--- config.mk ---
export PLATFORM = sky130hd
export DESIGN_NAME = lpmc_ctrl
export DESIGN_NICKNAME = d
export VERILOG_FILES = /design/src/rtl/lpmc_pkg.sv /design/src/rtl/lpmc_ctrl.sv
export VERILOG_INCLUDE_DIRS = /design/src /design/src/rtl
export SDC_FILE = /design/constraint.sdc
export NUM_CORES = 1
export LEC_CHECK = 0
export BUFFER_PORTS_ARGS = -buffer_cell sky130_fd_sc_hd__buf_2
export CORE_ASPECT_RATIO = 0.7
export CORE_MARGIN = 8
export CORE_UTILIZATION = 47
export CTS_CLUSTER_SIZE = 24
export DETAILED_ROUTE_END_ITERATION = 6
export GPL_ROUTABILITY_DRIVEN = 0
export PLACE_DENSITY = 0.69
export SLEW_MARGIN = 25
export SYNTH_ARGS = -nofsm -noshare
export SYNTH_HDL_FRONTEND = slang
export SYNTH_SLANG_ARGS = --single-unit
export TNS_END_PERCENT = 20
--- constraint.sdc ---
create_clock -name pclk -period 3.95 [get_ports pclk]
set_input_delay 0.1975 -clock pclk [delete_from_list [all_inputs] [get_ports pclk]]
set_output_delay 0.1975 -clock pclk [all_outputs]
set_load 0.02 [all_outputs]
--- src/rtl/lpmc_defs.svh ---
// Offsets, field positions, reset values and timing counts of the power mode controller.
`ifndef LPMC_DEFS_SVH
`define LPMC_DEFS_SVH

// ==========================================
// Register byte offsets
`define LPMC_A_CTRL      12'h000
`define LPMC_A_STATUS    12'h004
`define LPMC_A_WDT_LOAD  12'h008
`define LPMC_A_WDT_KICK  12'h00c
`define LPMC_A_PLL_CFG   12'h010
`define LPMC_A_IRQ_STAT  12'h014
`define LPMC_A_IRQ_MASK  12'h018

// ==========================================
// Control register fields
`define LPMC_C_SUSP      0
`define LPMC_C_STBY      1
`define LPMC_C_CPURST    2
`define LPMC_C_DEVRST    3
`define LPMC_C_CFG_LO    4
`define LPMC_C_CFG_HI    9
`define LPMC_CFG_RST     6'h00

// ==========================================
// Pin indices in the synchronised wake vector
`define LPMC_P_DP        0
`define LPMC_P_DM        1
`define LPMC_P_SS        2
`define LPMC_P_VBUS      3
`define LPMC_P_CTS       4
`define LPMC_P_RSTN      5
`define LPMC_P_VDD       6
`define LPMC_P_SLOW      7
`define LPMC_PIN_RST     8'h60

// ==========================================
// Wake source codes and interrupt bits
`define LPMC_W_NONE      3'h0
`define LPMC_W_DP        3'h1
`define LPMC_W_DM        3'h2
`define LPMC_W_SS        3'h3
`define LPMC_W_VBUS      3'h4
`define LPMC_W_CTS       3'h5
`define LPMC_W_RST       3'h6
`define LPMC_W_WDT       3'h7
`define LPMC_I_WAKE      0
`define LPMC_I_WDT       1
`define LPMC_I_LOST      2

// ==========================================
// Timing and clock figures
`define LPMC_PCLK_HZ     10000000
`define LPMC_WDT_HZ      32768
`define LPMC_WDT_DIV     (`LPMC_PCLK_HZ / `LPMC_WDT_HZ)
`define LPMC_WDT_LOAD_RST 16'h7fff
`define LPMC_PLL_OUT_MHZ 10'h190
`define LPMC_REF_MIN_MHZ 6'h06
`define LPMC_REF_MAX_MHZ 6'h28
`define LPMC_REF_RST_MHZ 6'h13

`endif

--- src/rtl/lpmc_pkg.sv ---
// Types shared by the power mode controller.
package lpmc_pkg;

    typedef enum logic [1:0] {
        ST_NORMAL,
        ST_SUSPEND,
        ST_STANDBY,
        ST_PWRDN
    } lpmc_mode_t;

    typedef struct packed {
        logic slow_clk;
        logic vdd_good;
        logic reset_pin_n;
        logic cts;
        logic vbus;
        logic ss_resume;
        logic dm;
        logic dp;
    } lpmc_pins_t;

    typedef struct packed {
        logic cpu_clk_en;
        logic pll_en;
        logic ss_phy_en;
        logic ss_u3;
        logic xcvr_en;
        logic core_pwr_en;
        logic io_hold;
        logic gpio_cfg_keep;
        logic ram_retain;
        logic buf_retain;
    } lpmc_pwr_t;

endpackage

--- src/rtl/lpmc_ctrl.sv ---
// Low power mode controller: mode sequencer, wake logic, watchdog and APB registers.
//
// Summary of operation
// [RULE1] Normal mode runs processor clock and all PLLs.
// [RULE2] Suspend keeps only the SuperSpeed PHY alive in U3; other clocks stop.
// [RULE3] Suspend holds every I/O pin at its previous state.
// [RULE4] Suspend keeps registers, buffers and RAM unchanged.
// [RULE5] Firmware completes all transactions before asking for suspend.
// [RULE6] Non-reset wake from suspend resumes without resetting the program counter.
// [RULE7] Suspend exits on D+/D-, SS resume, VBUS, CTS level, or reset pin.
// [RULE8] Standby keeps registers and RAM; buffer data may be lost.
// [RULE9] The controller reads needed buffer data before asking for standby.
// [RULE10] Standby exits on VBUS, CTS level or reset pin; core restarts.
// [RULE11] Standby turns off PLL, transceiver and core; GPIO setup kept.
// [RULE12] Firmware or external processor enters standby or suspend by register write.
// [RULE13] Core supply loss powers down and loses all state until restored.
// [RULE14] Watchdog can interrupt, wake from standby, and reset the core.
// [RULE15] Watchdog counts a 32 kHz clock, internal or from a pin.
// [RULE16] Firmware can disable the watchdog entirely.
// [RULE17] PLL multiplier is chosen from the reference frequency.
// [RULE18] CPU soft reset restarts core; device soft reset equals reset pin.
// [RULE19] The last wake source is readable in a status register.
`include "lpmc_defs.svh"
`timescale 1ns/1ps
`default_nettype none

module lpmc_ctrl (
    // Clock and reset
    input  wire logic              pclk,
    input  wire logic              presetn,
    // APB slave
    input  wire logic              psel,
    input  wire logic              penable,
    input  wire logic              pwrite,
    input  wire logic [11:0]       paddr,
    input  wire logic [31:0]       pwdata,
    output logic                   pready,
    output logic [31:0]            prdata,
    output logic                   pslverr,
    // Wake and supply pins
    input  wire lpmc_pkg::lpmc_pins_t pins_i,
    // Power controls, resets, PLL multiplier and interrupt
    output lpmc_pkg::lpmc_pwr_t    pwr_o,
    output logic                   cpu_reset_o,
    output logic                   dev_reset_o,
    output logic [7:0]             pll_mult_o,
    output logic                   irq_o
);
    import lpmc_pkg::*;

    // ==========================================
    // Pin synchronisers
    // A change is accepted only once stages two and three agree.
    logic [7:0] s1_q;
    logic [7:0] s2_q;
    logic [7:0] s3_q;
    logic [7:0] pin_q;
    logic [7:0] prev_q;

    always_ff @(posedge pclk or negedge presetn) begin
        if (!presetn) begin
            s1_q   <= `LPMC_PIN_RST;
            s2_q   <= `LPMC_PIN_RST;
            s3_q   <= `LPMC_PIN_RST;
            pin_q  <= `LPMC_PIN_RST;
            prev_q <= `LPMC_PIN_RST;
        end else begin
            s1_q   <= pins_i;
            s2_q   <= s1_q;
            s3_q   <= s2_q;
            pin_q  <= (s2_q & s3_q) | (pin_q & (s2_q | s3_q));
            prev_q <= pin_q;
        end
    end

    // ==========================================
    // Register state
    lpmc_mode_t  mode_q;
    lpmc_mode_t  mode_d;
    lpmc_pwr_t   pwr_q;
    logic [5:0]  cfg_q;
    logic [15:0] wdt_load_q;
    logic [15:0] wdt_cnt_q;
    logic [8:0]  div_q;
    logic [5:0]  ref_q;
    logic [7:0]  mult_q;
    logic        pll_err_q;
    logic [2:0]  wake_src_q;
    logic [2:0]  wake_code;
    logic [2:0]  irq_stat_q;
    logic [2:0]  irq_mask_q;
    logic [2:0]  irq_set;
    logic        cpu_rst_q;
    logic        dev_rst_q;
    logic [31:0] prdata_q;
    logic        pslverr_q;

    logic cts_pol;
    logic wdt_en;
    logic wdt_int_en;
    logic wdt_wake_en;
    logic wdt_rst_en;
    logic wdt_ext;
    assign cts_pol     = cfg_q[0];
    assign wdt_en      = cfg_q[1];
    assign wdt_int_en  = cfg_q[2];
    assign wdt_wake_en = cfg_q[3];
    assign wdt_rst_en  = cfg_q[4];
    assign wdt_ext     = cfg_q[5];

    // ==========================================
    // APB decode
    logic apb_setup;
    logic apb_wr;
    logic mapped;
    logic wr_ctrl;
    assign apb_setup = psel && !penable;
    assign apb_wr    = psel && penable && pwrite && !pslverr_q;
    assign wr_ctrl   = apb_wr && paddr == `LPMC_A_CTRL;
    assign mapped    = paddr == `LPMC_A_CTRL || paddr == `LPMC_A_STATUS
                    || paddr == `LPMC_A_WDT_LOAD || paddr == `LPMC_A_WDT_KICK
                    || paddr == `LPMC_A_PLL_CFG || paddr == `LPMC_A_IRQ_STAT
                    || paddr == `LPMC_A_IRQ_MASK;

    logic susp_req;
    logic stby_req;
    logic cpu_srst;
    logic dev_srst;
    assign susp_req = wr_ctrl && pwdata[`LPMC_C_SUSP];   // RULE12
    assign stby_req = wr_ctrl && pwdata[`LPMC_C_STBY];   // RULE12
    assign cpu_srst = wr_ctrl && pwdata[`LPMC_C_CPURST];
    assign dev_srst = wr_ctrl && pwdata[`LPMC_C_DEVRST];

    // ==========================================
    // Wake events
    logic rst_pin;
    logic vdd_ok;
    logic ev_dp;
    logic ev_dm;
    logic ev_ss;
    logic ev_vbus;
    logic cts_lvl;
    logic dev_rst;
    assign rst_pin = !pin_q[`LPMC_P_RSTN];
    assign vdd_ok  = pin_q[`LPMC_P_VDD];
    assign ev_dp   = pin_q[`LPMC_P_DP] ^ prev_q[`LPMC_P_DP];
    assign ev_dm   = pin_q[`LPMC_P_DM] ^ prev_q[`LPMC_P_DM];
    assign ev_ss   = pin_q[`LPMC_P_SS];
    assign ev_vbus = pin_q[`LPMC_P_VBUS] && !prev_q[`LPMC_P_VBUS];
    assign cts_lvl = pin_q[`LPMC_P_CTS] == cts_pol;
    assign dev_rst = rst_pin || dev_srst;                 // RULE18

    // ==========================================
    // Watchdog tick and counter
    logic tick_int;
    logic tick;
    logic wdt_exp;
    assign tick_int = div_q == 9'(`LPMC_WDT_DIV - 1);
    assign tick     = wdt_ext ? (pin_q[`LPMC_P_SLOW] && !prev_q[`LPMC_P_SLOW])
                              : tick_int;                  // RULE15
    assign wdt_exp  = wdt_en && tick && wdt_cnt_q == 16'h0000;

    always_ff @(posedge pclk or negedge presetn) begin
        if (!presetn) begin
            div_q <= 9'h000;
        end else if (tick_int) begin
            div_q <= 9'h000;
        end else begin
            div_q <= div_q + 9'h001;
        end
    end

    always_ff @(posedge pclk or negedge presetn) begin
        if (!presetn) begin
            wdt_cnt_q <= `LPMC_WDT_LOAD_RST;
        end else if (!wdt_en) begin
            wdt_cnt_q <= wdt_load_q;                       // RULE16
        end else if (apb_wr && paddr == `LPMC_A_WDT_KICK) begin
            wdt_cnt_q <= wdt_load_q;
        end else if (tick) begin
            wdt_cnt_q <= wdt_exp ? wdt_load_q : wdt_cnt_q - 16'h0001;
        end
    end

    // ==========================================
    // Mode sequencer
    logic wake_susp;
    logic wake_stby;
    assign wake_susp = ev_dp || ev_dm || ev_ss || ev_vbus || cts_lvl;  // RULE7
    assign wake_stby = ev_vbus || cts_lvl || (wdt_exp && wdt_wake_en); // RULE10 RULE14

    always_comb begin
        mode_d = mode_q;
        if (dev_rst) begin
            mode_d = ST_NORMAL;
        end else if (!vdd_ok) begin
            mode_d = ST_PWRDN;                             // RULE13
        end else begin
            unique case (mode_q)
                ST_NORMAL: begin
                    if (susp_req) begin
                        mode_d = ST_SUSPEND;
                    end else if (stby_req) begin
                        mode_d = ST_STANDBY;
                    end
                end
                ST_SUSPEND: begin
                    if (wake_susp) begin
                        mode_d = ST_NORMAL;
                    end
                end
                ST_STANDBY: begin
                    if (wake_stby) begin
                        mode_d = ST_NORMAL;
                    end
                end
                ST_PWRDN: begin
                    mode_d = ST_NORMAL;
                end
            endcase
        end
    end

    always_comb begin
        wake_code = `LPMC_W_NONE;
        if (rst_pin) begin
            wake_code = `LPMC_W_RST;
        end else if (mode_q == ST_STANDBY && wdt_exp && wdt_wake_en) begin
            wake_code = `LPMC_W_WDT;
        end else if (mode_q == ST_SUSPEND && ev_dp) begin
            wake_code = `LPMC_W_DP;
        end else if (mode_q == ST_SUSPEND && ev_dm) begin
            wake_code = `LPMC_W_DM;
        end else if (mode_q == ST_SUSPEND && ev_ss) begin
            wake_code = `LPMC_W_SS;
        end else if (ev_vbus) begin
            wake_code = `LPMC_W_VBUS;
        end else if (cts_lvl) begin
            wake_code = `LPMC_W_CTS;
        end
    end

    always_ff @(posedge pclk or negedge presetn) begin
        if (!presetn) begin
            mode_q <= ST_NORMAL;
        end else begin
            mode_q <= mode_d;
        end
    end

    // Controls are decoded from the next mode so they line up with mode_q.
    always_ff @(posedge pclk or negedge presetn) begin
        if (!presetn) begin
            pwr_q <= '{1'b1, 1'b1, 1'b1, 1'b0, 1'b1, 1'b1, 1'b0, 1'b0, 1'b1, 1'b1};
        end else begin
            pwr_q.cpu_clk_en    <= mode_d == ST_NORMAL;    // RULE1 RULE2
            pwr_q.pll_en        <= mode_d == ST_NORMAL;    // RULE1 RULE11
            pwr_q.ss_phy_en     <= mode_d == ST_NORMAL || mode_d == ST_SUSPEND;
            pwr_q.ss_u3         <= mode_d == ST_SUSPEND;   // RULE2
            pwr_q.xcvr_en       <= mode_d == ST_NORMAL || mode_d == ST_SUSPEND;
            pwr_q.core_pwr_en   <= mode_d == ST_NORMAL || mode_d == ST_SUSPEND;
            pwr_q.io_hold       <= mode_d == ST_SUSPEND;   // RULE3
            pwr_q.gpio_cfg_keep <= mode_d == ST_SUSPEND || mode_d == ST_STANDBY;
            pwr_q.ram_retain    <= mode_d != ST_PWRDN;     // RULE4 RULE8
            pwr_q.buf_retain    <= mode_d == ST_NORMAL || mode_d == ST_SUSPEND;
        end
    end

    // Suspend exits keep the program counter; standby and supply exits restart it.
    always_ff @(posedge pclk or negedge presetn) begin
        if (!presetn) begin
            cpu_rst_q <= 1'b0;
        end else begin
            cpu_rst_q <= !dev_rst && vdd_ok
                      && ((mode_q == ST_STANDBY && wake_stby)  // RULE10 RULE6
                       || (mode_q == ST_PWRDN)
                       || (mode_q == ST_NORMAL && cpu_srst)      // RULE18
                       || (mode_q == ST_NORMAL && wdt_exp && wdt_rst_en)); // RULE14
        end
    end

    always_ff @(posedge pclk or negedge presetn) begin
        if (!presetn) begin
            dev_rst_q <= 1'b1;
        end else begin
            dev_rst_q <= dev_rst;
        end
    end

    always_ff @(posedge pclk or negedge presetn) begin
        if (!presetn) begin
            wake_src_q <= `LPMC_W_NONE;
        end else if (mode_q != ST_NORMAL && mode_d == ST_NORMAL) begin
            wake_src_q <= wake_code;                       // RULE19
        end
    end

    // ==========================================
    // Configuration; lost only on device reset or loss of core supply
    logic cfg_clr;
    assign cfg_clr = dev_rst || mode_q == ST_PWRDN;       // RULE13 RULE4 RULE8

    always_ff @(posedge pclk or negedge presetn) begin
        if (!presetn) begin
            cfg_q <= `LPMC_CFG_RST;
        end else if (cfg_clr) begin
            cfg_q <= `LPMC_CFG_RST;
        end else if (wr_ctrl) begin
            cfg_q <= pwdata[`LPMC_C_CFG_HI:`LPMC_C_CFG_LO];
        end
    end

    always_ff @(posedge pclk or negedge presetn) begin
        if (!presetn) begin
            wdt_load_q <= `LPMC_WDT_LOAD_RST;
        end else if (cfg_clr) begin
            wdt_load_q <= `LPMC_WDT_LOAD_RST;
        end else if (apb_wr && paddr == `LPMC_A_WDT_LOAD) begin
            wdt_load_q <= pwdata[15:0];
        end
    end

    // The multiplier keeps its last value when an out-of-range reference is written.
    always_ff @(posedge pclk or negedge presetn) begin
        if (!presetn) begin
            ref_q     <= `LPMC_REF_RST_MHZ;
            mult_q    <= 8'(`LPMC_PLL_OUT_MHZ / `LPMC_REF_RST_MHZ);
            pll_err_q <= 1'b0;
        end else if (cfg_clr) begin
            ref_q     <= `LPMC_REF_RST_MHZ;
            mult_q    <= 8'(`LPMC_PLL_OUT_MHZ / `LPMC_REF_RST_MHZ);
            pll_err_q <= 1'b0;
        end else if (apb_wr && paddr == `LPMC_A_PLL_CFG) begin
            ref_q <= pwdata[5:0];
            if (pwdata[5:0] >= `LPMC_REF_MIN_MHZ && pwdata[5:0] <= `LPMC_REF_MAX_MHZ) begin
                mult_q    <= 8'(`LPMC_PLL_OUT_MHZ / pwdata[5:0]);  // RULE17
                pll_err_q <= 1'b0;
            end else begin
                pll_err_q <= 1'b1;
            end
        end
    end

    // ==========================================
    // Interrupts; a new event wins over a clear in the same cycle
    assign irq_set[`LPMC_I_WAKE] = mode_q != ST_NORMAL && mode_d == ST_NORMAL;
    assign irq_set[`LPMC_I_WDT]  = wdt_exp && wdt_int_en;              // RULE14
    assign irq_set[`LPMC_I_LOST] = dev_rst || mode_q == ST_PWRDN;

    always_ff @(posedge pclk or negedge presetn) begin
        if (!presetn) begin
            irq_stat_q <= 3'h0;
        end else if (apb_wr && paddr == `LPMC_A_IRQ_STAT) begin
            irq_stat_q <= (irq_stat_q & ~pwdata[2:0]) | irq_set;
        end else begin
            irq_stat_q <= irq_stat_q | irq_set;
        end
    end

    always_ff @(posedge pclk or negedge presetn) begin
        if (!presetn) begin
            irq_mask_q <= 3'h0;
        end else if (cfg_clr) begin
            irq_mask_q <= 3'h0;
        end else if (apb_wr && paddr == `LPMC_A_IRQ_MASK) begin
            irq_mask_q <= pwdata[2:0];
        end
    end

    // ==========================================
    // Read data is captured in the setup cycle so the access phase needs no wait.
    always_ff @(posedge pclk or negedge presetn) begin
        if (!presetn) begin
            prdata_q  <= 32'h0000_0000;
            pslverr_q <= 1'b0;
        end else if (apb_setup) begin
            pslverr_q <= !mapped;
            prdata_q  <= 32'h0000_0000;
            if (!pwrite) begin
                unique case (paddr)
                    `LPMC_A_CTRL:     prdata_q <= {22'h0, cfg_q, 4'h0};
                    `LPMC_A_STATUS:   prdata_q <= {25'h0, wake_src_q, 2'h0, mode_q};
                    `LPMC_A_WDT_LOAD: prdata_q <= {16'h0, wdt_load_q};
                    `LPMC_A_WDT_KICK: prdata_q <= {16'h0, wdt_cnt_q};
                    `LPMC_A_PLL_CFG:  prdata_q <= {15'h0, pll_err_q, mult_q, 2'h0, ref_q};
                    `LPMC_A_IRQ_STAT: prdata_q <= {29'h0, irq_stat_q};
                    `LPMC_A_IRQ_MASK: prdata_q <= {29'h0, irq_mask_q};
                    default:          prdata_q <= 32'h0000_0000;
                endcase
            end
        end
    end

    assign pready      = 1'b1;
    assign prdata      = prdata_q;
    assign pslverr     = pslverr_q && psel && penable;
    assign pwr_o       = pwr_q;
    assign cpu_reset_o = cpu_rst_q;
    assign dev_reset_o = dev_rst_q;
    assign pll_mult_o  = mult_q;
    assign irq_o       = |(irq_stat_q & irq_mask_q);
endmodule

`default_nettype wire

==> results.toml <==
[floorplan]
rows = 40
start_util = 0.475
design.die.area_sq_um = 21700
io-pin-count = 112
die_x_um = 173
dieHeight_um = 126
coreArea_sq_um = 17000

[synthesis]
synth_simple_gate_area_frac = 0.197
yosys.area.top_type = "dfrtp_1"
synth_fa_ha_area_frac = 0.0689
ys_async_sr_fraction = 1.00
synth.avg_cell_area_sq_um = 9.12
synth-edff-count = 0
synth_area_leaders = "dfrtp_1 (27%), dfstp_2 (16%), ha_1 (5.9%)"
synth_top_flop_cell = "dfrtp_1"
synth-xor-area-share = 0.0261
synth_warnings = 0
synth_top_area_frac = 0.267
syn_inst = 884
syn_area_sq_um = 8060
synth_compound_area_frac = 0.195
synth_top_family_by_area = "simple AND/OR/NAND/NOR gates"
synthMuxAreaShare = 0.0357
ys_seq_area_frac = 0.423
ys_types = 77
ys_ff_latch = 134

[sta]
period_needed_ps = 10790
fin_ws_ps = -6840
grt_setup_unrepaired = "true"
final-setup-viol-count = 5
hold_ws_ps = 30.3
hold_violations = 0
tightest_slew_ps = 900
slew_headroom = 0.400
fmax_mhz = 92.7
drv_slew = 0
finalCritPeriodShare = 2.73
tns_ps = -19620
fin_skew_ps = 9.14

[routing]
drt_iter0_drc = 782
routed_wl_um = 24200
first_pass_iters = 5
ant_nets = 0
wl_per_cell_um = 17.6
via_count = 7727
drc = 0
viasPerCell = 5.62

[place]
dp_hpwl_um = 17600
place_area_sq_um = 9780
dp_slack_ps = -7600
place.port_buffers = 79

[final_layout]
antenna_cells = 0
area_growth_pct = 35.6
drive_gt1_frac = 0.366
nNetsFinal = 1225
final_area_sq_um = 10900

[critical_path]
cp-start-kind = "primary input"
end_kind = "flop"
cp_max_fo = 7
required_ps = 4280
arrival_ps = 11120
slowest_stage = "or3_4"
critPathMaxStageDelay_ps = 400
path_class = "in -> reg"

[clock_network]
cts_root_buffer = "clkbuf_16"
clk_pin_slew_worst_paths_ps = 70
cts_tree = "yes"
cts_sinks = 134
clk_latency_ps = 410
cts_max_level = 4
cts_max_path_buffers = 2
numCtsBuffers = 17

[run_status]
violations = "setup timing"
run_status = "finished with violations"

[pwr]
p_leak_nw = 5.08
power_density_nw_per_um2 = 525
vdd_drop_max_mv = 0.281
total_power_mw = 5.74

[grt]
grt_pass1_vias = 7501
grt_max_degree = 69
grt_antenna_before_repair = 0
gr-total-overflow = 0
grt.total_usage = 0.219
grt_pass1_wl_um = 39200

[hold_path]
hp-class = "in -> reg"

[job]
cap_violations = 0
-- where the power goes --
| group | leakage [nW] | switching (mW) | total [mW] | internal (mW) |
|---|---|---|---|---|
| registers | 1.60 | 0.0348 | 1.46 | 1.43 |
| logic | 3.20 | 1.29 | 2.72 | 1.43 |
| clock network | 0.283 | 0.665 | 1.56 | 0.896 |
-- worst paths after layout --
kind | start | endpoint | slack [ps] | depth (start not counted)
worst min-delay path | pwdata[13] | wdt_load_q[13]$_DFFE_PN1P_ | 30 | 3
worst max register to register | wdt_cnt_q[7]$_DFFE_PN1P_ | wake_src_q[0]$_DFFE_PN0P_ | 420 | 14
min in group asynchronous | presetn | s2_q[1]$_DFF_PN0_ | 330 | 2
worst min register to register | s1_q[1]$_DFF_PN0_ | s2_q[1]$_DFF_PN0_ | 340 | 0
max in group asynchronous | presetn | wdt_load_q[14]$_DFFE_PN1P_ | 2690 | 3
worst max-delay path | pwdata[3] | pll_mult_o[0]$_DFFE_PN1P_ | -6840 | 59
-- synth_stat cells, drive strengths merged (12+ instances only) --
master	n
dfstp	48
xnor2	12
a21oi	54
buf	32
nor3	34
nor2	75
clkbuf	28
mux2i	14
a21o	14
nand3	23
nand2	107
xor2	12
dfrtp	86
ha	38
o21ai	60
nor2b	15
o211ai	17
inv	28
-- cells by family (layout without fill, tap and decap cells) --
kind of cell    after synthesis  count (layout)
xor+xnor                     24              24
buf+inv                      88             332
compound gates              235             235
flops                       134             134
mux                          25              25
simple gates                330             330
other cells                   2              17
fa+ha+maj                    46              46
-- cells in the final DEF (no fill, tap or decap), types with 7 or more instances in the layout --
| cell type | count |
|---|---|
| buf_4 | 179 |
| nand2_1 | 106 |
| dfrtp_1 | 86 |
| buf_2 | 78 |
| nor2_1 | 70 |
| a21oi_1 | 51 |
| o21ai_0 | 49 |
| dfstp_2 | 48 |
| nor3_1 | 33 |
| ha_1 | 29 |
| inv_1 | 26 |
| nand3_1 | 22 |
| conb_1 | 17 |
| clkbuf_16 | 17 |
| o211ai_1 | 16 |
| a21o_1 | 14 |
| nor2b_1 | 13 |
| xnor2_1 | 12 |
| mux2i_1 | 12 |
| dlygate4sd3_1 | 12 |
| xor2_1 | 11 |
| a222oi_1 | 10 |
| nand2b_1 | 8 |
| and3_1 | 8 |
| o21a_1 | 8 |
| or3_1 | 8 |
| o21ai_1 | 8 |
| mux2_2 | 8 |
| maj3_1 | 8 |
| ha_4 | 8 |
| nor4_1 | 7 |
| a22oi_1 | 7 |
-- final cells by class --
cell class,count,area [sq um]
Timing Repair Buffer,272,1890
Inverter,28,105
Clock inverter,15,160
Tap cell,231,289
Multi-Input combinational cell,677,4650
Fill cell,1336,6030
Sequential cell,134,3410
Clock buffer,17,425
-- critical path, delay by kind of cell --
| family | cells | cell delay, ps |
|---|---|---|
| adders and majority gates | 8 | 2260 |
| buffers and inverters | 6 | 780 |
| and+or+nand+nor | 18 | 2930 |
| muxes | 3 | 720 |
| AOI/OAI and AO/OA | 24 | 4180 |
-- flip-flops by register name, indices dropped and copies added, names as in the netlist, 4 cells and up --
| name | flops |
|---|---|
| prdata | 17 |
| wdt_cnt_q | 16 |
| wdt_load_q | 16 |
| div_q | 9 |
| pin_q | 8 |
| pll_mult_o | 8 |
| s1_q | 8 |
| s2_q | 8 |
| s3_q | 8 |
| cfg_q | 6 |
| ref_q | 6 |
| pwr_o | 5 |
| prev_q | 4 |
-- stage by stage --
stage | util | std cells
floorplan | - | 899
global placement | 0.576 | 1304
detailed placement | 0.576 | 1304
CTS | 0.638 | 1371
global route | 0.644 | 1374
finish | 0.644 | 1374
-- repair_timing --
action	CTS	global route
gates resized for setup	34	12
hold endpoints to repair	67	0
endpoints found under the setup margin	5	5
buffers inserted	23	3
pin swaps	40	7
hold buffers	12	0
gates cloned	0	0
-- layer usage --
metal	up-vias	global-route usage	share of wire
li1	3663	-	-
met1	3721	0.313	0.46
met2	307	0.331	0.44
met3	36	0.0460	0.078
met4	0	0.0597	0.018
met5	-	0	0
No activity file was read; power rests on OpenSTA's default activity.
